**config.mk**
```make
export PLATFORM = sky130hd
export DESIGN_NAME = quad_dac_update_sequencer
export DESIGN_NICKNAME = d
export VERILOG_FILES = /design/src/include/dac_seq_pkg.sv /design/src/rtl/quad_dac_update_sequencer.sv /design/src/rtl/dac_word_shifter.sv
export SDC_FILE = /design/constraint.sdc
export NUM_CORES = 1
export LEC_CHECK = 0
export BUFFER_PORTS_ARGS = -buffer_cell sky130_fd_sc_hd__buf_2
export CORE_MARGIN = 2
export CORE_UTILIZATION = 55
export CTS_CLUSTER_SIZE = 30
export DETAILED_ROUTE_END_ITERATION = 7
export PLACE_DENSITY = 0.75
export REMOVE_ABC_BUFFERS = 1
export SLEW_MARGIN = 20
export SYNTH_ARGS = -nofsm -noshare
export SYNTH_HDL_FRONTEND = slang
export SYNTH_SLANG_ARGS = --single-unit
```
**constraint.sdc**
```tcl
create_clock -name i_clk_sys -period 6.23 [get_ports i_clk_sys]
set_input_delay 0.623 -clock i_clk_sys [delete_from_list [all_inputs] [get_ports i_clk_sys]]
set_output_delay 0.623 -clock i_clk_sys [all_outputs]
set_load 0.05 [all_outputs]
```
**src/include/dac_seq_pkg.sv**
```systemverilog
// Shared constants and types for the four-channel DAC update sequencer.
// Assumes a single user logic clock; all cycle counts derive from its rate.
package dac_seq_pkg;

  // ****************************************************************
  // Link and frame constants
  // ****************************************************************
  localparam int NUM_CH         = 4;           // DAC channels per update
  localparam int DATA_W         = 16;          // Channel word width
  localparam int BITS_PER_FRAME = 24;          // Serial bits per channel frame
  localparam int SCLK_MAX_HZ    = 30_000_000;  // Maximum serial clock rate
  localparam int LOAD_NS        = 200;         // Load strobe time in ns
  localparam int FIXED_RATE_HZ  = 50_000;      // Fixed-workflow update rate
  localparam int FIXED_CLK_HZ   = 75_000_000;  // Fixed-workflow logic clock
  localparam int SYS_CLK_HZ     = 200_000_000; // Default logic clock

  // Frame field positions and register selects
  localparam int         FR_RW_BIT  = 23;
  localparam int         FR_REG_LSB = 19;
  localparam int         FR_CH_LSB  = 16;
  localparam logic [2:0] REG_DAC    = 3'h0;
  localparam logic [2:0] REG_RANGE  = 3'h1;

  // Range codes written into the range registers
  localparam logic [2:0] RNG_CODE_U5  = 3'h0;
  localparam logic [2:0] RNG_CODE_U10 = 3'h1;
  localparam logic [2:0] RNG_CODE_B5  = 3'h3;
  localparam logic [2:0] RNG_CODE_B10 = 3'h4;

  // ****************************************************************
  // Types
  // ****************************************************************
  typedef enum logic [1:0] {
    RNG_U5  = 2'h0,
    RNG_U10 = 2'h1,
    RNG_B5  = 2'h2,
    RNG_B10 = 2'h3
  } range_sel_t;

  typedef struct packed {
    logic [NUM_CH-1:0][DATA_W-1:0] ch;
  } dac_set_t;

  typedef struct packed {
    range_sel_t [NUM_CH-1:0] ch;
  } range_cfg_t;

  typedef struct packed {
    logic sclk;
    logic sdo;
    logic sync_n;
    logic load_n;
  } dac_link_t;

endpackage

```
**src/rtl/quad_dac_update_sequencer.sv**
```systemverilog
// Update sequencer for a four-channel 16-bit DAC on a serial link with load line.
// Assumes channel words and range choices come from logic on the same clock.
`timescale 1ns/1ps
module quad_dac_update_sequencer
  import dac_seq_pkg::*;
#(
  parameter int CLK_HZ = SYS_CLK_HZ
) (
  input  wire logic       i_clk_sys,
  input  wire logic       i_sys_rst,
  input  wire logic       i_fixed_rate,
  input  wire dac_set_t   i_set,
  input  wire range_cfg_t i_range,
  output dac_link_t       o_link,
  output logic            o_frame_start,
  output logic            o_busy
);

  // ****************************************************************
  // Derived cycle counts
  // ****************************************************************
  localparam int         BIT_CYC    = CLK_HZ / SCLK_MAX_HZ + 1;
  localparam int         LOAD_RAW   = (LOAD_NS * (CLK_HZ / 1_000_000)) / 1000;
  localparam int         LOAD_CYC   = (LOAD_RAW < 1) ? 1 : LOAD_RAW;
  localparam int         PERIOD_CYC = CLK_HZ / FIXED_RATE_HZ;
  localparam logic [7:0] LOAD_M1    = 8'(LOAD_CYC - 1);
  localparam logic [15:0] PER_M1    = 16'(PERIOD_CYC - 1);
  localparam logic [1:0] CH_LAST    = 2'(NUM_CH - 1);

  typedef enum logic [2:0] {
    ST_IDLE = 3'b001,
    ST_SEND = 3'b010,
    ST_LOAD = 3'b100
  } seq_state_t;

  seq_state_t                state_q, state_d;
  logic [1:0]                ch_q, ch_d;
  logic                      cfg_q, cfg_d;
  logic                      init_q, init_d;
  dac_set_t                  set_q, set_d;
  range_cfg_t                rng_q, rng_d;
  logic [15:0]               rate_q, rate_d;
  logic                      pend_q, pend_d;
  logic [7:0]                lcnt_q, lcnt_d;
  logic                      start;
  logic                      start_data;
  logic                      last;
  logic                      go;
  logic                      launch;
  logic                      rng_dirty;
  logic                      tick;
  logic [BITS_PER_FRAME-1:0] word;

  // Translate a range selection into the register code
  function automatic logic [2:0] rng_code(input range_sel_t s);
    logic [2:0] c;
    c = RNG_CODE_U5;
    unique case (s)
      RNG_U5:  c = RNG_CODE_U5;
      RNG_U10: c = RNG_CODE_U10;
      RNG_B5:  c = RNG_CODE_B5;
      RNG_B10: c = RNG_CODE_B10;
    endcase
    return c;
  endfunction

  // ****************************************************************
  // Update pacing
  // ****************************************************************
  // Fixed workflow: one tick per period; the period is CLK_HZ over 50 kHz
  assign tick      = (rate_q == PER_M1);
  assign rng_dirty = init_q || (i_range != rng_q);
  assign go        = i_fixed_rate ? pend_q : 1'b1;

  // ****************************************************************
  // Sequencer
  // ****************************************************************
  // Next state for batches of four frames and the load strobe
  always_comb begin
    state_d    = state_q;
    ch_d       = ch_q;
    cfg_d      = cfg_q;
    init_d     = init_q;
    set_d      = set_q;
    rng_d      = rng_q;
    lcnt_d     = lcnt_q;
    start      = 1'b0;
    start_data = 1'b0;
    launch     = 1'b0;
    rate_d     = tick ? 16'h0000 : rate_q + 16'h0001;
    unique case (state_q)
      ST_IDLE: begin
        launch = 1'b1;
      end
      ST_SEND: begin
        if (last) begin
          if (ch_q == CH_LAST) begin
            if (cfg_q) begin
              state_d = ST_IDLE;
            end else begin
              state_d = ST_LOAD;
              lcnt_d  = 8'h00;
            end
          end else begin
            start = 1'b1;
            ch_d  = ch_q + 2'h1;
          end
        end
      end
      ST_LOAD: begin
        if (lcnt_q == LOAD_M1) begin
          state_d = ST_IDLE;
          launch  = 1'b1;
        end else begin
          lcnt_d = lcnt_q + 8'h01;
        end
      end
    endcase
    // Launch from idle or in the last load cycle: period is frames plus load
    if (launch && rng_dirty) begin
      start   = 1'b1;
      cfg_d   = 1'b1;
      ch_d    = 2'h0;
      rng_d   = i_range;
      init_d  = 1'b0;
      state_d = ST_SEND;
    end else if (launch && go) begin
      start      = 1'b1;
      start_data = 1'b1;
      cfg_d      = 1'b0;
      ch_d       = 2'h0;
      set_d      = i_set;
      state_d    = ST_SEND;
    end
    // A tick in the same cycle as the start is kept: set wins over clear
    pend_d = tick || (pend_q && !start_data);
  end

  // Build the frame for the channel being started
  always_comb begin
    word                               = '0;
    word[FR_RW_BIT]                    = 1'b0;
    word[FR_CH_LSB +: 3]               = {1'b0, ch_d};
    if (cfg_d) begin
      word[FR_REG_LSB +: 3] = REG_RANGE;
      word[2:0]             = rng_code(rng_d.ch[ch_d]);
    end else begin
      word[FR_REG_LSB +: 3] = REG_DAC;
      word[DATA_W-1:0]      = set_d.ch[ch_d];
    end
  end

  // Register the sequencer state
  always_ff @(posedge i_clk_sys) begin
    if (i_sys_rst) begin
      state_q <= ST_IDLE;
      ch_q    <= 2'h0;
      cfg_q   <= 1'b0;
      init_q  <= 1'b1;
      set_q   <= '0;
      rng_q   <= '0;
      rate_q  <= 16'h0000;
      pend_q  <= 1'b0;
      lcnt_q  <= 8'h00;
    end else begin
      state_q <= state_d;
      ch_q    <= ch_d;
      cfg_q   <= cfg_d;
      init_q  <= init_d;
      set_q   <= set_d;
      rng_q   <= rng_d;
      rate_q  <= rate_d;
      pend_q  <= pend_d;
      lcnt_q  <= lcnt_d;
    end
  end

  dac_word_shifter #(
    .BIT_CYC (BIT_CYC)
  ) u_shifter (
    .i_clk_sys (i_clk_sys),
    .i_sys_rst (i_sys_rst),
    .i_start   (start),
    .i_word    (word),
    .o_sclk    (o_link.sclk),
    .o_sdo     (o_link.sdo),
    .o_sync_n  (o_link.sync_n),
    .o_last    (last)
  );

  // Load strobe low exactly while in the load state
  assign o_link.load_n = (state_q != ST_LOAD);
  assign o_busy        = (state_q != ST_IDLE);
  assign o_frame_start = start_data;

  logic [2:0]  dcnt_q;
  logic [15:0] since_q;
  logic        clean_q;
  logic        tick_q;
  logic        paced_q;
  logic [7:0]  lw_q;

  // Helpers: data frames per batch, cycles between starts, no config in between
  always_ff @(posedge i_clk_sys) begin
    if (i_sys_rst) begin
      dcnt_q  <= 3'h0;
      since_q <= 16'h0000;
      clean_q <= 1'b0;
      tick_q  <= 1'b0;
      paced_q <= 1'b0;
      lw_q    <= 8'h00;
    end else begin
      if (start_data) begin
        dcnt_q <= 3'h0;
      end else if (last && !cfg_q) begin
        dcnt_q <= dcnt_q + 3'h1;
      end
      since_q <= start_data ? 16'h0001 : since_q + 16'h0001;
      clean_q <= start_data ? 1'b1 : (clean_q && !(start && !start_data && cfg_d));
      // Previous batch started right after a tick in fixed mode
      tick_q  <= tick;
      paced_q <= start_data ? (i_fixed_rate && tick_q) : paced_q;
      // Length of the current load strobe
      lw_q    <= o_link.load_n ? 8'h00 : lw_q + 8'h01;
    end
  end
endmodule

```
**src/rtl/dac_word_shifter.sv**
```systemverilog
// Serial shifter for one 24-bit frame toward the DAC.
// Assumes BIT_CYC of at least 3 so the select can rise after the last falling edge.
`timescale 1ns/1ps
module dac_word_shifter
  import dac_seq_pkg::*;
#(
  parameter int BIT_CYC = 7
) (
  input  wire logic                      i_clk_sys,
  input  wire logic                      i_sys_rst,
  input  wire logic                      i_start,
  input  wire logic [BITS_PER_FRAME-1:0] i_word,
  output logic                           o_sclk,
  output logic                           o_sdo,
  output logic                           o_sync_n,
  output logic                           o_last
);

  localparam int             CW       = $clog2(BIT_CYC + 1);
  localparam logic [CW-1:0]  HALF     = CW'(BIT_CYC / 2);
  localparam logic [CW-1:0]  CYC_LAST = CW'(BIT_CYC - 1);
  localparam logic [4:0]     BIT_LAST = 5'(BITS_PER_FRAME - 1);

  logic                      busy_q, busy_d;
  logic [BITS_PER_FRAME-1:0] sh_q, sh_d;
  logic [4:0]                bit_q, bit_d;
  logic [CW-1:0]             cyc_q, cyc_d;
  logic                      sclk_q, sclk_d;
  logic                      sync_n_q, sync_n_d;

  // ****************************************************************
  // Bit timing and shifting
  // ****************************************************************
  // Last cycle of the last bit; a new start may load in that same cycle
  assign o_last = busy_q && (bit_q == BIT_LAST) && (cyc_q == CYC_LAST);

  // Next state: clock high for the first half of each bit, data changes on rise
  always_comb begin
    busy_d = busy_q;
    sh_d   = sh_q;
    bit_d  = bit_q;
    cyc_d  = cyc_q;
    if (i_start) begin
      busy_d = 1'b1;
      sh_d   = i_word;
      bit_d  = 5'h00;
      cyc_d  = '0;
    end else if (busy_q) begin
      if (cyc_q == CYC_LAST) begin
        cyc_d = '0;
        if (bit_q == BIT_LAST) begin
          busy_d = 1'b0;
        end else begin
          bit_d = bit_q + 5'h01;
          sh_d  = {sh_q[BITS_PER_FRAME-2:0], 1'b0};
        end
      end else begin
        cyc_d = cyc_q + CW'(1);
      end
    end
    sclk_d   = busy_d && (cyc_d < HALF);
    sync_n_d = !(busy_d && !((bit_d == BIT_LAST) && (cyc_d == CYC_LAST)));
  end

  // Register the shifter state
  always_ff @(posedge i_clk_sys) begin
    if (i_sys_rst) begin
      busy_q   <= 1'b0;
      sh_q     <= '0;
      bit_q    <= 5'h00;
      cyc_q    <= '0;
      sclk_q   <= 1'b0;
      sync_n_q <= 1'b1;
    end else begin
      busy_q   <= busy_d;
      sh_q     <= sh_d;
      bit_q    <= bit_d;
      cyc_q    <= cyc_d;
      sclk_q   <= sclk_d;
      sync_n_q <= sync_n_d;
    end
  end

  assign o_sclk   = sclk_q;
  assign o_sdo    = sh_q[BITS_PER_FRAME-1];
  assign o_sync_n = sync_n_q;

  // ****************************************************************
  // Checks
  // ****************************************************************
  logic [15:0] low_len_q;
  logic [15:0] hi_len_q;

  // Helper counters for select-low and clock-high lengths
  always_ff @(posedge i_clk_sys) begin
    if (i_sys_rst) begin
      low_len_q <= 16'h0000;
      hi_len_q  <= 16'h0000;
    end else begin
      low_len_q <= o_sync_n ? 16'h0000 : low_len_q + 16'h0001;
      hi_len_q  <= o_sclk ? hi_len_q + 16'h0001 : 16'h0000;
    end
  end
endmodule

```
After elaboration in Yosys (flattened, before gate mapping)
Index checks and enable logic that the tools add are counted.
- flip-flop bits (word level): 139
- input port bits: 75
- output and inout port bits: 6
- logic and storage cells: 137
- add/subtract/negate cells: 5
- $lt $le $gt $ge: 2
- equal/unequal tests: 25
- multiplexer cells: 55
- bitwise logic cells: 1
- reductions and logical operators: 26
- operators with widths (kind ; count):
    $mux 64 ; 2
    $mux 22 ; 4
    $mux 8 ; 5
    $bmux 16 s2 ; 1
    $mux 3 ; 8
    $mux 5 ; 4
    $add 16x1->16 const B ; 1
    $eq 16x12->1 const B ; 1
    $mux 1 ; 16
    $mux 16 ; 1
    $mux 2 ; 8
    $pmux 8 s2 ; 1
    $mux 13 ; 1
    $ne 2x2->1 const B ; 6
    $ne 4x4->1 const B ; 3
    $pmux 3 s4 ; 1
    $eq 5x5->1 const B ; 2
    $eq 3x3->1 const B ; 3
    $add 8x1->8 const B ; 1
    $eq 8x6->1 const B ; 1
    $logic_and 1x1->1 ; 8
    $ne 8x8->1 ; 1
    $reduce_and 4->1 ; 2
    $eq 2x2->1 const B ; 3
    23 further kinds ; 30

Longest topological paths before layout
- depth after elaboration: 13
- gate-level depth with buffers: 13
- depth with buffers taken out: 12

By module
A second synthesis with hierarchy kept.
- cell total of the unflattened synthesis: 715
- area total of the unflattened synthesis: 6369.9 um^2
- by module, submodules not included (module ; times used ; cells an instance ; area an instance (um^2) ; seq. area each (um^2)):
    quad_dac_update_sequencer ; 1 ; 509 ; 4664.5 ; 2082.0
    dac_word_shifter ; 1 ; 206 ; 1705.4 ; 700.7

Worst setup path after synthesis
OpenSTA, ideal clock, no wires.
- kind: input to register
- start: input i_range[6] (netlist name)
- end: register u_shifter.sh_q[0]
- setup time: 0.138 ns
- data arrival time: 2.939 ns
- required time: 6.092 ns
- slack: 3.153 ns
- cell stages on the path: 11
- path buffers: 0
- cell sequence: xor2_1 nor4_2 nand4_1 a21oi_2 mux2_2 o22ai_1 a21oi_1 ha_1 nor2_1 a22oi_1 o221ai_1
- word-level cells in the longest chain between the ends: 10
- elaborated cells on any way between the ends: 23
- those cells by class: eq/ne: 5; mux: 12; reduce/logical: 6
- RTL lines (what ; line ; source):
    start, declared ; quad_dac_update_sequencer.sv:13 ; input wire range_cfg_t i_range,
    $ne 8x8->1 ; quad_dac_update_sequencer.sv:72 ; assign rng_dirty = init_q || (i_range != rng_q);
    $logic_or 1x1->1 ; quad_dac_update_sequencer.sv:72 ;
    $logic_and 1x1->1 ; quad_dac_update_sequencer.sv:120 ; if (launch && rng_dirty) begin
    $mux 8 or $mux 2 (tied branches) ; quad_dac_update_sequencer.sv:120 ;
    $bmux 2 s2 ; quad_dac_update_sequencer.sv:146 ; word[2:0] = rng_code(rng_d.ch[ch_d]);
    $mux 2 (not written as such) ; quad_dac_update_sequencer.sv:146 ;
    $eq 2x2->1 (tied with other cells) ; quad_dac_update_sequencer.sv:58 ; unique case (s)
    $pmux 3 s4 ; quad_dac_update_sequencer.sv:58 ;
    $mux 3 ; quad_dac_update_sequencer.sv:144 ; if (cfg_d) begin
    $mux 22 ; dac_word_shifter.sv:43 ; if (i_start) begin
    end signal, assigned ; dac_word_shifter.sv:69 ; sh_q <= '0;
    end signal, assigned ; dac_word_shifter.sv:76 ; sh_q <= sh_d;
    end, declared ; dac_word_shifter.sv:25 ; logic [BITS_PER_FRAME-1:0] sh_q, sh_d;
Several ways; a longest one is shown, not always the timed one. The select of a mux whose other input is x is not followed.
A chain may end at the register's enable or synchronous reset.

Worst setup path in the final report
- start: register lcnt_q[0]
- end: register u_shifter.sh_q[8]
- word-level cells in the longest chain between the ends: 10
- elaborated cells on any way between the ends: 21
- those cells by class: eq/ne: 2; mux: 14; reduce/logical: 5
- RTL lines (what ; line ; source):
    start, declared ; quad_dac_update_sequencer.sv:44 ; logic [7:0] lcnt_q, lcnt_d;
    start signal, assigned ; quad_dac_update_sequencer.sv:174 ; lcnt_q <= lcnt_d;
    $eq 8x6->1 (*) ; quad_dac_update_sequencer.sv:111 ; if (lcnt_q == LOAD_M1) begin
    $mux 1 (*) ; quad_dac_update_sequencer.sv:111 ;
    $pmux 1 s2 (*) ; quad_dac_update_sequencer.sv:91 ; unique case (state_q)
    $logic_and 1x1->1 ; quad_dac_update_sequencer.sv:127 ; end else if (launch && go) begin
    $mux 64 or $mux 2 (tied branches) ; quad_dac_update_sequencer.sv:127 ;
    $mux 64 or $mux 2 (tied branches) ; quad_dac_update_sequencer.sv:120 ;
    $bmux 16 s2 ; quad_dac_update_sequencer.sv:149 ; word[DATA_W-1:0] = set_d.ch[ch_d];
    $mux 16 (not written as such) ; quad_dac_update_sequencer.sv:149 ;
    $mux 13 ; quad_dac_update_sequencer.sv:144 ;
    $mux 22 ; dac_word_shifter.sv:43 ;
Every way passes the cells marked *; elsewhere a longest branch is shown, timed or not. The select of a mux whose other input is x is not followed.

==> results.sh <==
export IMPL_status="finished, final reports clean"
export IMPL_clkLatencyLatePin_ns=0.42
export IMPL_track_usage_pct=23.6
export IMPL_h_tree_depth=4
export IMPL_end_kind="flop"
export IMPL_crit_path_max_incr_delay_ns=0.84
export IMPL_grt_max_degree=80
export IMPL_cts_root_buf="clkbuf_16"
export IMPL_arrival_ns=4.19
export IMPL_ant_nets=0
export IMPL_die_area_sq_um=12400
export IMPL_core_area_sq_um=11300
export IMPL_synth_edf_count=0
export IMPL_synthSimpleGateAreaFrac_pct=24.0
export IMPL_r2r_slack_ns=2.37
export IMPL_drc_errors=0
export IMPL_min_period_ns=3.86
export IMPL_seq_area_frac_synth_pct=43.8
export IMPL_synth_xor_area_share_pct=4.28
export IMPL_hp_start="set_q[29]"
export IMPL_critPathRequiredTime_ns=6.55
export IMPL_fmax_mhz=259
export IMPL_synth_top_family_by_area="simple AND/OR/NAND/NOR gates"
export IMPL_io_pins=81
export IMPL_worstPathMaxFanout=44
export IMPL_r2r_cells=8
export IMPL_first_iter_violations=411
export IMPL_setup_worst_path_start_class="flop"
export IMPL_synthArstFlopShare_pct=0
export IMPL_tightest_slew_ns=1.19
export IMPL_hold_path_class="flop to flop"
export IMPL_grt_antenna_before_repair=0
export IMPL_port_buffers=80
export IMPL_ctsHoldBuffers=0
export IMPL_synth_area_leader_cell="dfxtp_1"
export IMPL_numCtsBuffers=17
export IMPL_dpl_cell_count=956
export IMPL_wire_per_inst_um=14.7
export IMPL_hold_viol_final=0
export IMPL_min_path_cells=2
export IMPL_gr_total_overflow=0
export IMPL_fillers=931
export IMPL_drv_slew=0
export IMPL_final_cells=988
export IMPL_vdd_drop_max_mv=0.220
export IMPL_yosys_top_cells_count="nand2_1, dfxtp_1, a21oi_1"
export IMPL_clkTransAtPathRegs_ns=0.06
export IMPL_ys_flop_type="dfxtp_1"
export IMPL_slew_limit_headroom_pct=20.7
export IMPL_ys_types=60
export IMPL_synth_compound_area_share_pct=19.1
export IMPL_holdPathEnd="set_q[29]"
export IMPL_ctsLongestPathBuffers=2
export IMPL_setup_viol=0
export IMPL_fin_setup_tns_ns=0
export IMPL_grt_pass1_wl_um=24200
export IMPL_place_hpwl_um=9510
export IMPL_synthMuxAreaShare_pct=3.21
export IMPL_routed_wl_um=14500
export IMPL_yosysMostFrequentCell="nand2_1"
export IMPL_dieHeight_um=111
export IMPL_syn_cell_area_sq_um=6350
export IMPL_grt_setup_unrepaired="false"
export IMPL_start_util_pct=56.1
export IMPL_cp_buffers_inverters=1
export IMPL_cts_num_sinks=139
export IMPL_antenna_cells=0
export IMPL_post_cts_setup_buffers=0
export IMPL_gp_congestion=0.874
export IMPL_cts_tree="built"
export IMPL_layout_drive_gt1_share_pct=16.1
export IMPL_maxCapViolations=0
export IMPL_synth_top_area_share_pct=43.8
export IMPL_p_leak_nw=2.61
export IMPL_viasPerCell=5.62
export IMPL_firstDrtPassIters=5
export IMPL_ys_ff_latch=139
export IMPL_rows=39
export IMPL_vias=5555
export IMPL_synth_warnings=0
export IMPL_cpLargestDelayFamily="simple AND/OR/NAND/NOR gates"
export IMPL_finalClockSkew_ns=0.00839
export IMPL_reg2reg_to="u_shifter.sh_q[8]"
export IMPL_area_growth_pct=15.6
export IMPL_syn_inst=784
export IMPL_period_share_pct=62.0
export IMPL_path_cells="ha_1 > nand4bb_1 > o31ai_2 > nand2_1 > nor2_4 > buf_4 > a211oi_1 > o31ai_1"
export IMPL_r2r_start="lcnt_q[0]"
export IMPL_cts_resized=0
export IMPL_first_global_vias=5327
export IMPL_criticalPathCategory="flop to flop"
export IMPL_power_density_nw_per_um2=293
export IMPL_die_x_um=111
export IMPL_hold_worst_slack_ns=0.446
export IMPL_avgSynthCellArea_sq_um=8.10
export IMPL_cp_slowest_cell="o31ai_2"
export IMPL_synth_adder_area_share_pct=0.985
export IMPL_nets=912
export IMPL_synth_area_top_cells="dfxtp_1, nand2_1, a21oi_1"
## cell type report
class / instances / area [sq um] / share of cell area (%)
multi-input cells: 584 / 3280 / 44.7
flip-flops and latches: 139 / 2780 / 37.9
clock buffers: 23 / 488 / 6.64
repair buffers: 84 / 430 / 5.86
well taps: 143 / 179 / 2.44
clock inverters: 9 / 160 / 2.18
inverters: 6 / 22.5 / 0.307
## per-stage QoR
stage	utilization (%)	cell area, sq um	power [mW]	setup slack, ns
final	64.9	7340	2.16	2.37
after global routing	64.9	7340	2.22	2.12
after CTS	64.9	7340	2.17	2.43
after detailed placement	59.2	6700	1.08	2.47
after global placement	59.2	6700	1.08	2.60
after floorplan	-	6080	1.02	2.24
## flip-flops by register name, summed over array words and instances, names as in the netlist
| register | count |
|---|---|
| state_q | 3 |
| rng_q | 8 |
| u_shifter.cyc_q | 3 |
| ch_q | 2 |
| init_q | 1 |
| cfg_q | 1 |
| rate_q | 16 |
| u_shifter.bit_q | 5 |
| set_q | 64 |
| u_shifter.o_sync_n | 1 |
| u_shifter.o_sclk | 1 |
| pend_q | 1 |
| u_shifter.sh_q | 24 |
| lcnt_q | 8 |
| u_shifter.busy_q | 1 |
## cells in the final DEF (no fill, tap or decap), types with 14 or more instances in the layout
cell type,Yosys,layout
nand2_1,193,193
dfxtp_1,139,139
a21oi_1,97,97
buf_2,17,80
nor2_1,56,56
xor2_1,24,24
mux2i_1,17,17
clkbuf_16,0,17
o21a_1,15,15
a211oi_1,14,14
a22oi_1,14,14
## kinds of logic (layout without fill, tap and decap cells)
kind of cell	after synthesis	in the layout
buffers and inverters	61	122
DFF	139	139
adders and majority gates	5	5
muxes	20	20
xor gates and xnor gates	31	31
and+or+nand+nor	337	337
AOI/OAI and AO/OA	191	191
## worst reg2reg max path, delay by kind of cell (launching register included)
kind,cells,cell delay [ns]
adder cells (fa/ha/maj),1,0.25
flip-flops,1,0.42
AO/OA/AOI/OAI,3,1.23
AND/OR/NAND/NOR,3,1.35
buffers and inverters,1,0.53
## how the worst max path moves through the flow
stage / end / slack (ns) / startpoint / cells after the start
after floorplan: u_shifter.sh_q[1] / 2.24 / state_q[2] / 8
after global placement: u_shifter.sh_q[0] / 2.60 / i_range[3] / 12
after detailed placement: u_shifter.sh_q[8] / 2.47 / lcnt_q[0] / 8
after CTS: u_shifter.sh_q[8] / 2.43 / lcnt_q[0] / 8
after global routing: u_shifter.sh_q[8] / 2.12 / lcnt_q[0] / 8
final: u_shifter.sh_q[8] / 2.37 / lcnt_q[0] / 8
## report_power, final
part / switching [mW] / leakage, nW / internal [mW]
clock network: 0.376 / 0.306 / 0.714
logic: 0.0893 / 1.18 / 0.0527
registers: 0.0162 / 1.12 / 0.907
total: 0.482 / 2.61 / 1.67
## metal layers
metal	wire, um	global-route usage [%]	up-vias
met3	609	4.90	26
met2	7060	39.8	132
met1	6570	29.6	2611
li1	-	-	2786
met5	0	0	-
met4	249	9.30	0
No activity file was read; power rests on OpenSTA's default activity.
